[config.mk]
export PLATFORM = sky130hd
export DESIGN_NAME = pch_config_header
export DESIGN_NICKNAME = d
export VERILOG_FILES = /design/src/rtl/pch_pkg.sv /design/src/rtl/pch_strap.sv /design/src/rtl/pch_sticky.sv /design/src/rtl/pch_config_header.sv
export SDC_FILE = /design/constraint.sdc
export NUM_CORES = 1
export LEC_CHECK = 0
export BUFFER_PORTS_ARGS = -buffer_cell sky130_fd_sc_hd__buf_2
export CAP_MARGIN = 20
export CORE_UTILIZATION = 40
export DETAILED_ROUTE_END_ITERATION = 16
export PLACE_DENSITY_LB_ADDON = 0.15
export SLEW_MARGIN = 20
export SYNTH_ARGS = -nofsm -noshare
export SYNTH_HDL_FRONTEND = slang
export SYNTH_SLANG_ARGS = --single-unit
[constraint.sdc]
create_clock -name mclk -period 1.76 [get_ports mclk]
set_input_delay 0 -clock mclk [delete_from_list [all_inputs] [get_ports mclk]]
set_output_delay 0 -clock mclk [all_outputs]
set_load 0.02 [all_outputs]
[src/rtl/pch_pkg.sv]
// Shared constants and types for the configuration header and status block
package pch_pkg;

	// Configuration address decode
	localparam logic [3:0] CMD_CFG_READ     = 4'hA;
	localparam logic [3:0] CMD_CFG_WRITE    = 4'hB;
	localparam logic [1:0] ADDR_TYPE0       = 2'h0;
	localparam logic [2:0] FUNC_ZERO        = 3'h0;
	localparam int         ADDR_IDX_LSB     = 2;
	localparam int         ADDR_IDX_MSB     = 7;
	localparam int         ADDR_FUNC_LSB    = 8;
	localparam int         ADDR_FUNC_MSB    = 10;

	// Byte offsets and doubleword indices of the header words
	localparam logic [7:0] OFS_MAKER_ID     = 8'h00;
	localparam logic [7:0] OFS_CHIP_ID      = 8'h02;
	localparam logic [7:0] OFS_COMMAND      = 8'h04;
	localparam logic [7:0] OFS_STATUS       = 8'h06;
	localparam logic [7:0] OFS_CAP_POINTER  = 8'h34;
	localparam logic [5:0] IDX_IDENT        = 6'h00;
	localparam logic [5:0] IDX_CMD_STATUS   = 6'h01;

	// Command word layout
	localparam logic [15:0] CMD_WRITE_MASK  = 16'h0137;
	localparam logic [15:0] CMD_RESET       = 16'h0000;
	localparam int          CMD_IO_SPACE    = 0;
	localparam int          CMD_MEM_SPACE   = 1;
	localparam int          CMD_BUS_MASTER  = 2;
	localparam int          CMD_SYS_ERR_DRV = 8;

	// Status word layout, bit positions within the doubleword
	localparam int          STAT_SYS_ERR    = 30;
	localparam int          STAT_MST_ABORT  = 29;
	localparam int          STAT_TGT_ABORT  = 28;
	localparam int          STAT_FLAG_LSB   = 28;
	localparam int          STAT_FLAG_MSB   = 30;
	localparam logic [1:0]  DECODE_FAST     = 2'h0;
	localparam logic [1:0]  DECODE_MEDIUM   = 2'h1;
	localparam logic        CAP_PRESENT     = 1'h1;
	localparam logic [2:0]  FLAGS_RESET     = 3'h0;
	localparam int          FLAG_COUNT      = 3;

	// Strap capture: cycles for the sampling chain to fill after reset
	localparam logic [1:0]  STRAP_FILL      = 2'h3;

	// Target sequencer
	typedef enum logic [1:0] {
		PCH_IDLE   = 2'b00,
		PCH_DECODE = 2'b01,
		PCH_ACK    = 2'b10,
		PCH_TURN   = 2'b11
	} pch_state_t;

endpackage

[src/rtl/pch_strap.sv]
// Bus-speed strap sampler, caught once after reset release
`timescale 1ns/100ps
module pch_strap (
	input  wire logic mclk,
	input  wire logic rst_b,
	input  wire logic strap_pin,
	output logic      fast_bus_capable
);
	logic       s1_q, s2_q, s3_q;
	logic [1:0] fill_q;
	logic       done_q;
	logic       cap_q;
	logic       take;

	// Capture only once the chain has filled and the last two stages agree
	assign take = !done_q && (fill_q == pch_pkg::STRAP_FILL) && (s2_q == s3_q);

	// Sampling chain; the strap is a board level, not on our clock
	always_ff @(posedge mclk) begin
		if (!rst_b) begin
			s1_q   <= 1'h0;
			s2_q   <= 1'h0;
			s3_q   <= 1'h0;
			fill_q <= 2'h0;
			done_q <= 1'h0;
			cap_q  <= 1'h0;
		end else begin
			s1_q <= strap_pin;
			s2_q <= s1_q;
			s3_q <= s2_q;
			if (fill_q != pch_pkg::STRAP_FILL) begin
				fill_q <= fill_q + 2'h1;
			end
			if (take) begin
				done_q <= 1'h1;
				cap_q  <= s3_q;
			end
		end
	end

	assign fast_bus_capable = cap_q;
endmodule

[src/rtl/pch_sticky.sv]
// Sticky error flags, set by events and cleared by writing one
`timescale 1ns/100ps
module pch_sticky (
	input  wire logic       mclk,
	input  wire logic       rst_b,
	input  wire logic [2:0] set,
	input  wire logic [2:0] clr,
	output logic      [2:0] flags
);
	logic [2:0] flag_q;
	logic [2:0] flag_d;

	genvar i;
	generate
		for (i = 0; i < pch_pkg::FLAG_COUNT; i++) begin : g_flag
			// Set wins so an event landing on the clear is not lost
			assign flag_d[i] = set[i] | (flag_q[i] & ~clr[i]);
		end
	endgenerate

	// Flag storage
	always_ff @(posedge mclk) begin
		if (!rst_b) begin
			flag_q <= pch_pkg::FLAGS_RESET;
		end else begin
			flag_q <= flag_d;
		end
	end

	assign flags = flag_q;
endmodule

[src/rtl/pch_config_header.sv]
// Configuration header target: identification, command and status words
`timescale 1ns/100ps
module pch_config_header #(
	parameter logic [15:0] CHIP_NUMBER = 16'h0A5C, // Arbitrary value
	parameter logic [15:0] MAKER_CODE  = 16'h5A3E  // Arbitrary value
) (
	input  wire logic        mclk,
	input  wire logic        rst_b,
	input  wire logic        idsel,
	input  wire logic        frame_b_i,
	input  wire logic        irdy_b_i,
	input  wire logic [3:0]  cbe_b_i,
	input  wire logic [31:0] ad_i,
	output logic      [31:0] ad_o,
	output logic             ad_en_b,
	output logic             par_o,
	output logic             par_en_b,
	output logic             devsel_b_o,
	output logic             trdy_b_o,
	output logic             stop_b_o,
	output logic             tctl_en_b,
	input  wire logic        serr_request,
	output logic             serr_o,
	output logic             serr_en_b,
	input  wire logic        master_req,
	output logic             bus_req_b,
	input  wire logic        master_abort_seen,
	input  wire logic        special_cycle,
	input  wire logic        target_abort_seen,
	input  wire logic        bar_window_hit,
	output logic             decode_fast,
	input  wire logic        strap_pin,
	output logic      [15:0] command_word
);
	pch_pkg::pch_state_t state_q, state_d;

	logic        frame_idle_q;
	logic [5:0]  idx_q;
	logic        rd_q;
	logic [15:0] cmd_q;
	logic [31:0] ad_q, ad_d;
	logic        ad_en_b_q, ad_en_b_d;
	logic        par_q, par_en_b_q, par_en_b_d;
	logic        devsel_b_q, trdy_b_q, stop_b_q, handshake_b_d;
	logic        tctl_en_b_q, tctl_en_b_d;
	logic        serr_o_q, serr_en_b_q;
	logic        bus_req_b_q;
	logic        decode_fast_q;

	logic        addr_phase;
	logic        is_cfg;
	logic        cfg_hit;
	logic [2:0]  func_num;
	logic        data_done;
	logic        wr_strobe;
	logic        hit_cmd;
	logic [15:0] cmd_d;
	logic [2:0]  flag_set;
	logic [2:0]  flag_clr;
	logic [2:0]  flags;
	logic        fast_bus_capable;
	logic [15:0] status_word;
	logic [31:0] rd_data;

	// Address phase: first cycle with FRAME# low after an idle bus
	assign addr_phase = frame_idle_q && !frame_b_i && (state_q == pch_pkg::PCH_IDLE);
	assign func_num   = ad_i[pch_pkg::ADDR_FUNC_MSB:pch_pkg::ADDR_FUNC_LSB];
	assign is_cfg     = (cbe_b_i == pch_pkg::CMD_CFG_READ) || (cbe_b_i == pch_pkg::CMD_CFG_WRITE);
	// Only function 0 of a type 0 cycle is claimed
	assign cfg_hit    = addr_phase && idsel && is_cfg && (ad_i[1:0] == pch_pkg::ADDR_TYPE0)
	                    && (func_num == pch_pkg::FUNC_ZERO);
	assign data_done  = (state_q == pch_pkg::PCH_ACK) && !irdy_b_i;
	assign wr_strobe  = data_done && !rd_q;
	assign hit_cmd    = idx_q == pch_pkg::IDX_CMD_STATUS;

	// Command word: only the documented control bits take writes
	assign cmd_d[7:0]  = (wr_strobe && hit_cmd && !cbe_b_i[0])
	                     ? (ad_i[7:0] & pch_pkg::CMD_WRITE_MASK[7:0]) : cmd_q[7:0];
	assign cmd_d[15:8] = (wr_strobe && hit_cmd && !cbe_b_i[1])
	                     ? (ad_i[15:8] & pch_pkg::CMD_WRITE_MASK[15:8]) : cmd_q[15:8];

	// Error events; SERR flag follows the real pin drive, not the request
	assign flag_set = {!serr_en_b_q, master_abort_seen && !special_cycle, target_abort_seen};
	// Write-one-to-clear, only through the top status byte lane
	assign flag_clr = (wr_strobe && hit_cmd && !cbe_b_i[3])
	                  ? ad_i[pch_pkg::STAT_FLAG_MSB:pch_pkg::STAT_FLAG_LSB] : 3'h0;

	// Status word assembled from constants, flags and strap
	assign status_word = {1'h0, flags, 1'h0, pch_pkg::DECODE_MEDIUM, 3'h0,
	                      fast_bus_capable, pch_pkg::CAP_PRESENT, 4'h0};

	// Read mux; unimplemented words in the space still answer, as zero
	assign rd_data = (idx_q == pch_pkg::IDX_IDENT) ? {CHIP_NUMBER, MAKER_CODE} :
	                 hit_cmd                       ? {status_word, cmd_q} :
	                                                 32'h0000_0000;

	// Sequencer next state and target pin values
	always_comb begin
		state_d       = state_q;
		ad_d          = ad_q;
		ad_en_b_d     = 1'h1;
		par_en_b_d    = 1'h1;
		handshake_b_d = 1'h1;
		tctl_en_b_d   = 1'h1;
		case (state_q)
			pch_pkg::PCH_IDLE: begin
				if (cfg_hit) begin
					state_d = pch_pkg::PCH_DECODE;
				end
			end
			pch_pkg::PCH_DECODE: begin
				// One decode cycle gives medium Decode_speed_field
				state_d       = pch_pkg::PCH_ACK;
				handshake_b_d = 1'h0;
				tctl_en_b_d   = 1'h0;
				ad_d          = rd_data;
				ad_en_b_d     = !rd_q;
			end
			pch_pkg::PCH_ACK: begin
				tctl_en_b_d = 1'h0;
				if (data_done) begin
					// Drive the strobes high for a cycle before letting go
					state_d    = pch_pkg::PCH_TURN;
					par_en_b_d = !rd_q;
				end else begin
					handshake_b_d = 1'h0;
					ad_en_b_d     = !rd_q;
				end
			end
			pch_pkg::PCH_TURN: begin
				state_d = pch_pkg::PCH_IDLE;
			end
			default: begin
				state_d = pch_pkg::PCH_IDLE;
			end
		endcase
	end

	// Sequencer and address capture
	always_ff @(posedge mclk) begin
		if (!rst_b) begin
			state_q      <= pch_pkg::PCH_IDLE;
			frame_idle_q <= 1'h1;
			idx_q        <= 6'h00;
			rd_q         <= 1'h0;
		end else begin
			state_q      <= state_d;
			frame_idle_q <= frame_b_i;
			if (cfg_hit) begin
				idx_q <= ad_i[pch_pkg::ADDR_IDX_MSB:pch_pkg::ADDR_IDX_LSB];
				rd_q  <= cbe_b_i == pch_pkg::CMD_CFG_READ;
			end
		end
	end

	// Target pins; STOP# with TRDY# keeps every access to one doubleword
	always_ff @(posedge mclk) begin
		if (!rst_b) begin
			ad_q        <= 32'h0000_0000;
			ad_en_b_q   <= 1'h1;
			par_q       <= 1'h0;
			par_en_b_q  <= 1'h1;
			devsel_b_q  <= 1'h1;
			trdy_b_q    <= 1'h1;
			stop_b_q    <= 1'h1;
			tctl_en_b_q <= 1'h1;
		end else begin
			ad_q        <= ad_d;
			ad_en_b_q   <= ad_en_b_d;
			par_q       <= ^{ad_q, cbe_b_i};
			par_en_b_q  <= par_en_b_d;
			devsel_b_q  <= handshake_b_d;
			trdy_b_q    <= handshake_b_d;
			stop_b_q    <= handshake_b_d;
			tctl_en_b_q <= tctl_en_b_d;
		end
	end

	// Control and side-band outputs
	always_ff @(posedge mclk) begin
		if (!rst_b) begin
			cmd_q         <= pch_pkg::CMD_RESET;
			serr_o_q      <= 1'h0;
			serr_en_b_q   <= 1'h1;
			bus_req_b_q   <= 1'h1;
			decode_fast_q <= 1'h0;
		end else begin
			cmd_q         <= cmd_d;
			serr_o_q      <= 1'h0;
			serr_en_b_q   <= !(serr_request && cmd_q[pch_pkg::CMD_SYS_ERR_DRV]);
			bus_req_b_q   <= !(master_req && cmd_q[pch_pkg::CMD_BUS_MASTER]);
			decode_fast_q <= bar_window_hit;
		end
	end

	pch_sticky u_sticky (
		.mclk  (mclk),
		.rst_b (rst_b),
		.set   (flag_set),
		.clr   (flag_clr),
		.flags (flags)
	);

	pch_strap u_strap (
		.mclk             (mclk),
		.rst_b            (rst_b),
		.strap_pin        (strap_pin),
		.fast_bus_capable (fast_bus_capable)
	);

	assign ad_o         = ad_q;
	assign ad_en_b      = ad_en_b_q;
	assign par_o        = par_q;
	assign par_en_b     = par_en_b_q;
	assign devsel_b_o   = devsel_b_q;
	assign trdy_b_o     = trdy_b_q;
	assign stop_b_o     = stop_b_q;
	assign tctl_en_b    = tctl_en_b_q;
	assign serr_o       = serr_o_q;
	assign serr_en_b    = serr_en_b_q;
	assign bus_req_b    = bus_req_b_q;
	assign decode_fast  = decode_fast_q;
	assign command_word = cmd_q;
endmodule

======== Word level (Yosys, flattened, before mapping) ========
Cells that the tools add are included.
word-level totals
  register bits after elaboration ......... 66
  input bits .............................. 48
  output and inout bits ................... 59
  logic and storage cells ................. 91
operators by class
  add/subtract/negate cells ............... 1
  equality and inequality tests ........... 11
  multiplexer cells ....................... 11
  bitwise gates (word level) .............. 9
  reduce and logical (&&, ||, !) cells .... 37
operator list
  kind                 count
  $mux 31              2
  $reduce_xor 36->1    1
  $logic_and 1x1->1    17
  $logic_not 1->1      11
  $eq 4x4->1 const B   2
  $pmux 2 s4           1
  $eq 2x2->1 const B   3
  $eq 6x1->1 const B   1
  $logic_not 6->1      1
  $ne 2x2->1 const B   3
  $logic_not 2->1      2
  $mux 2               2
  $pmux 1 s2           2
  $and 1x1->1          3
  $logic_not 3->1      1
  $mux 1               3
  $mux 3               1
  $not 1->1            3
  $or 1x1->1           3
  $reduce_and 3->1     1
  $add 2x1->2 const B  1
  $eq 2x1->1 const B   1
  $reduce_and 2->1     1
  $reduce_or 2->1      1
  other kinds (2)      2

======== Logic depth before layout (Yosys ltp) ========
  depth in word-level cells ............... 9
  depth in mapped cells ................... 7
  gate-level depth less buffers ........... 6

======== Cells and area by module ========
From an unflattened synthesis, not the netlist that was laid out.
second synthesis, totals
  cell total of the unflattened synthesis .. 236
  area, all modules ....................... 2269.7 µm²
by module, submodules not included
  module             times used  cells an instance  area each (µm²)
  pch_config_header  1           205                1886.8
  pch_strap          1           22                 259.0
  pch_sticky         1           9                  123.9

======== Worst setup path after synthesis ========
No wires, ideal clock.
  kind .................................... reg2reg
  start point ............................. reg idx_q[1]
  end point ............................... reg u_sticky.flag_q[1], in the netlist u_sticky.flags[1]
  arrival time ............................ 1.630 ns
  slack ................................... -0.002 ns
  cell stages (with the launch flop) ...... 6
  buffers on the path ..................... 1
  period minus slack after synthesis ...... 1.762 ns
  cells stage by stage .................... dfxtp_1 > or4_4 > or4b_1 > buf_2 > o21ai_1 > a21oi_1
on the way
  cells in the longest elaborated chain, start to end .. 7
RTL lines
  what                             line                      source
  start, declared                  pch_config_header.sv:38   logic [5:0] idx_q;
  start signal, assigned           pch_config_header.sv:150  idx_q <= ad_i[pch_pkg::ADDR_IDX_MSB:pch_pkg::ADDR_IDX_LSB];
  $eq 6x1->1                       pch_config_header.sv:74   assign hit_cmd = idx_q == pch_pkg::IDX_CMD_STATUS;
  $logic_and 1x1->1 (2 in series)  pch_config_header.sv:85   assign flag_clr = (wr_strobe && hit_cmd && !cbe_b_i[3])
  $mux 3                           pch_config_header.sv:86   ? ad_i[pch_pkg::STAT_FLAG_MSB:pch_pkg::STAT_FLAG_LSB] : 3'h0;
  $not 1->1                        pch_sticky.sv:17          assign flag_d[i] = set[i] | (flag_q[i] & ~clr[i]);
  $and 1x1->1                      pch_sticky.sv:17
  $or 1x1->1                       pch_sticky.sv:17
  end signal, assigned             pch_sticky.sv:24          flag_q <= pch_pkg::FLAGS_RESET;
  end signal, assigned             pch_sticky.sv:26          flag_q <= flag_d;
  end, declared                    pch_sticky.sv:10          logic [2:0] flag_q;
Every way passes these cells.
A chain may end at the register's enable or synchronous reset.

======== Final worst setup path ========
  start point ............................. reg idx_q[1]
  end point ............................... reg u_sticky.flag_q[2], in the netlist u_sticky.flags[2]
Same word-level chain as after synthesis.

==> results_dict.tcl <==
set metrics [dict create \
    most-common-layout-cells "66 x buf_2, 45 x dfxtp_1, 22 x conb_1, 20 x dlygate4sd3_1, 17 x buf_4" \
    port_buffers 66 \
    slowest_stage "or4b_4" \
    multi_input_area_sq_mm 0.00104 \
    cp_slowest_stage_delay_ns 0.58 \
    setup_slack_ns -0.0210 \
    yosys_register_bits 46 \
    peakVddDrop_uv 426 \
    wl_per_cell_um 12.3 \
    startpoint_type "register" \
    grt_pass1_vias 1510 \
    finalCritPeriodShare_pct 101 \
    first_pass_iters 4 \
    worst_pin_slew_ns 0.841 \
    maxSlewViolCount 0 \
    hold_class "input port to register" \
    path_max_fanout 8 \
    layout-drive-gt1-share_pct 35.6 \
    pin_count 107 \
    crit_buf_inv 0 \
    syn_to_final_growth_pct 32.2 \
    core_area_sq_mm 0.00514 \
    grt_usage_pct 16.9 \
    die_h_um 75.3 \
    synthAdderAreaFrac_pct 4.66 \
    finalPower_mw 3.01 \
    critPathArrivalTime_ns 1.96 \
    avgSynthCellArea_sq_um 9.68 \
    cp_top_family "simple AND/OR/NAND/NOR gates" \
    n_antenna_cell 0 \
    cts_tree "yes" \
    fin_setup_tns_ns -0.0484 \
    synthSimpleGateAreaFrac_pct 15.7 \
    rows 26 \
    synth_top_family_by_area "simple AND/OR/NAND/NOR gates" \
    critPathKind "register to register" \
    synth_cell_types 38 \
    htree_levels 2 \
    antenna_found_initial 0 \
    dieArea_sq_mm 0.00567 \
    netlist_instances 222 \
    synth-edff-count 0 \
    utilization_pct 55.3 \
    drtIter0Drc 56 \
    rsz0062_at_grt "yes" \
    path_clk_slew_ns 0.08 \
    hold_ws_ns 0.0495 \
    clockBufferDepth 2 \
    cp-end-kind "register" \
    leakage_nw 1.36 \
    grt_overflow 0 \
    dp_slack_ns -0.0590 \
    skew_ns 0.00575 \
    power_density_mw_per_mm2 1060 \
    grt_max_degree 22 \
    wirelength_um 4730 \
    n_fill_cell 508 \
    yosys_warnings 0 \
    regArea_sq_um 922 \
    fmax_mhz 561 \
    status "finished, violations left" \
    ctsRootBufferMaster "clkbuf_8" \
    cp_cell_sequence "or4_4 > or4b_4 > nor2_4 > a31oi_1" \
    globalplace.congestion 0.790 \
    ant_nets 0 \
    via_per_inst 4.46 \
    clkSinkCount 46 \
    fin_nets 370 \
    ys_seq_area_share_pct 42.8 \
    cts_made_buffers 5 \
    die_width_um 75.3 \
    finalHoldViolCount 0 \
    maxCapViolCount 0 \
    placedCellCount 356 \
    synth_xor_area_share_pct 6.40 \
    placed_area_sq_mm 0.00249 \
    syn_area_sq_mm 0.00215 \
    final_cells 385 \
    num_vias 1716 \
    violations "setup timing" \
    final_common_cell "buf_2" \
    setup_viol 5 \
    hpwl_um 3350 \
    period_needed_ns 1.78 \
    drc_errors 0 \
    maxSlewHeadroom_pct 43.7 \
    clk-insertion-delay-late_ns 0.29 \
    grt_pass1_wl_um 7130 \
    synth_compound_area_share_pct 12.4 \
    design_area_sq_mm 0.00284 \
    synthFlopType "dfxtp_1" \
    async_flop_share_pct 0 \
    start_util_pct 41.8 \
    crit_required_ns 1.94 \
    muxShareOfSynthArea_pct 3.26 \
]
## routing by layer
layer | GRT usage, % | wire length [um] | part of all wire, % | vias to the layer above
met5 | 0 | 0 | 0 | -
met4 | 5.56 | 44 | 0.93 | 0
met3 | 2.78 | 277 | 5.9 | 6
met2 | 26.4 | 2090 | 44 | 64
met1 | 23.8 | 2320 | 49 | 764
li1 | - | - | - | 882
## worst paths after layout
path                           start                           end  slack (ns)  cells past startpoint
min reg2reg  u_strap.s1_q$_SDFF_PN0_       u_strap.s2_q$_SDFF_PN0_        0.44                      1
min                       cbe_b_i[1]  command_word[8]$_SDFFE_PN0P_        0.05                      3
max            idx_q[1]$_SDFFE_PN0P_  u_sticky.flags[2]$_SDFF_PN0_       -0.02                      4
max reg2reg    idx_q[1]$_SDFFE_PN0P_  u_sticky.flags[2]$_SDFF_PN0_       -0.02                      4
## final cells by class
cell class / count / area share, %
Clock buffer: 7 / 3.04
Multi-Input combinational cell: 147 / 36.7
Timing Repair Buffer: 103 / 23.2
Clock inverter: 1 / 0.176
Sequential cell: 46 / 32.4
Inverter: 11 / 1.45
Tap cell: 70 / 3.08
## synthesized netlist by cell type (2+ instances only)
cell	number	share of area [%]
nand4_1	2	0.58
buf_4	33	12
a21oi_1	12	2.8
dfxtp_1	46	43
xnor2_1	7	2.9
and2_1	5	1.5
nand2_1	3	0.52
o21ai_0	9	2.1
or2_2	2	0.58
nand3_1	8	1.9
nor2_1	14	2.4
mux2i_1	7	3.3
a22o_1	10	4.1
inv_1	11	1.9
a31oi_1	2	0.58
and4bb_2	2	1.2
xnor3_1	3	3.1
o21ai_1	7	1.6
nand2b_1	9	2.6
ha_1	8	4.7
clkbuf_1	5	0.87
## repair_timing
item | 4_1_cts | 5_1_grt
hold buffers | 20 | 0
endpoints found under the hold margin | 21 | 0
buffers inserted | 0 | 2
resized for setup | 8 | 10
setup endpoints to repair | 10 | 20
pin swaps | 1 | 2
## cells by family after synthesis
family                   Yosys count
flip-flops                        46
other                              1
AO/OA/AOI/OAI                     43
buffers and inverters             50
AND/OR/NAND/NOR                   56
XOR/XNOR                          11
adder cells (fa/ha/maj)            8
multiplexers                       7
## worst reg2reg max path: cells and delay by family (launching register included)
kind,cells,cell delay (ns)
flip-flops,1,0.32
AND/OR/NAND/NOR,3,1.26
AO/OA/AOI/OAI,1,0.09
## report_power, final
| part | total [mW] | switching (mW) | internal, mW |
|---|---|---|---|
| Clock | 0.653 | 0.336 | 0.317 |
| Sequential | 1.27 | 0.0979 | 1.17 |
| Combinational | 1.10 | 0.597 | 0.498 |
| Total | 3.01 | 1.03 | 1.98 |
## sequential cells by signal (all words and copies together), names as in the netlist, 2 cells and up
| name | cells |
|---|---|
| ad_o | 12 |
| command_word | 6 |
| idx_q | 6 |
| u_sticky.flags | 3 |
| state_q | 2 |
| u_strap.fill_q | 2 |
(Power assumes the default switching activity.)
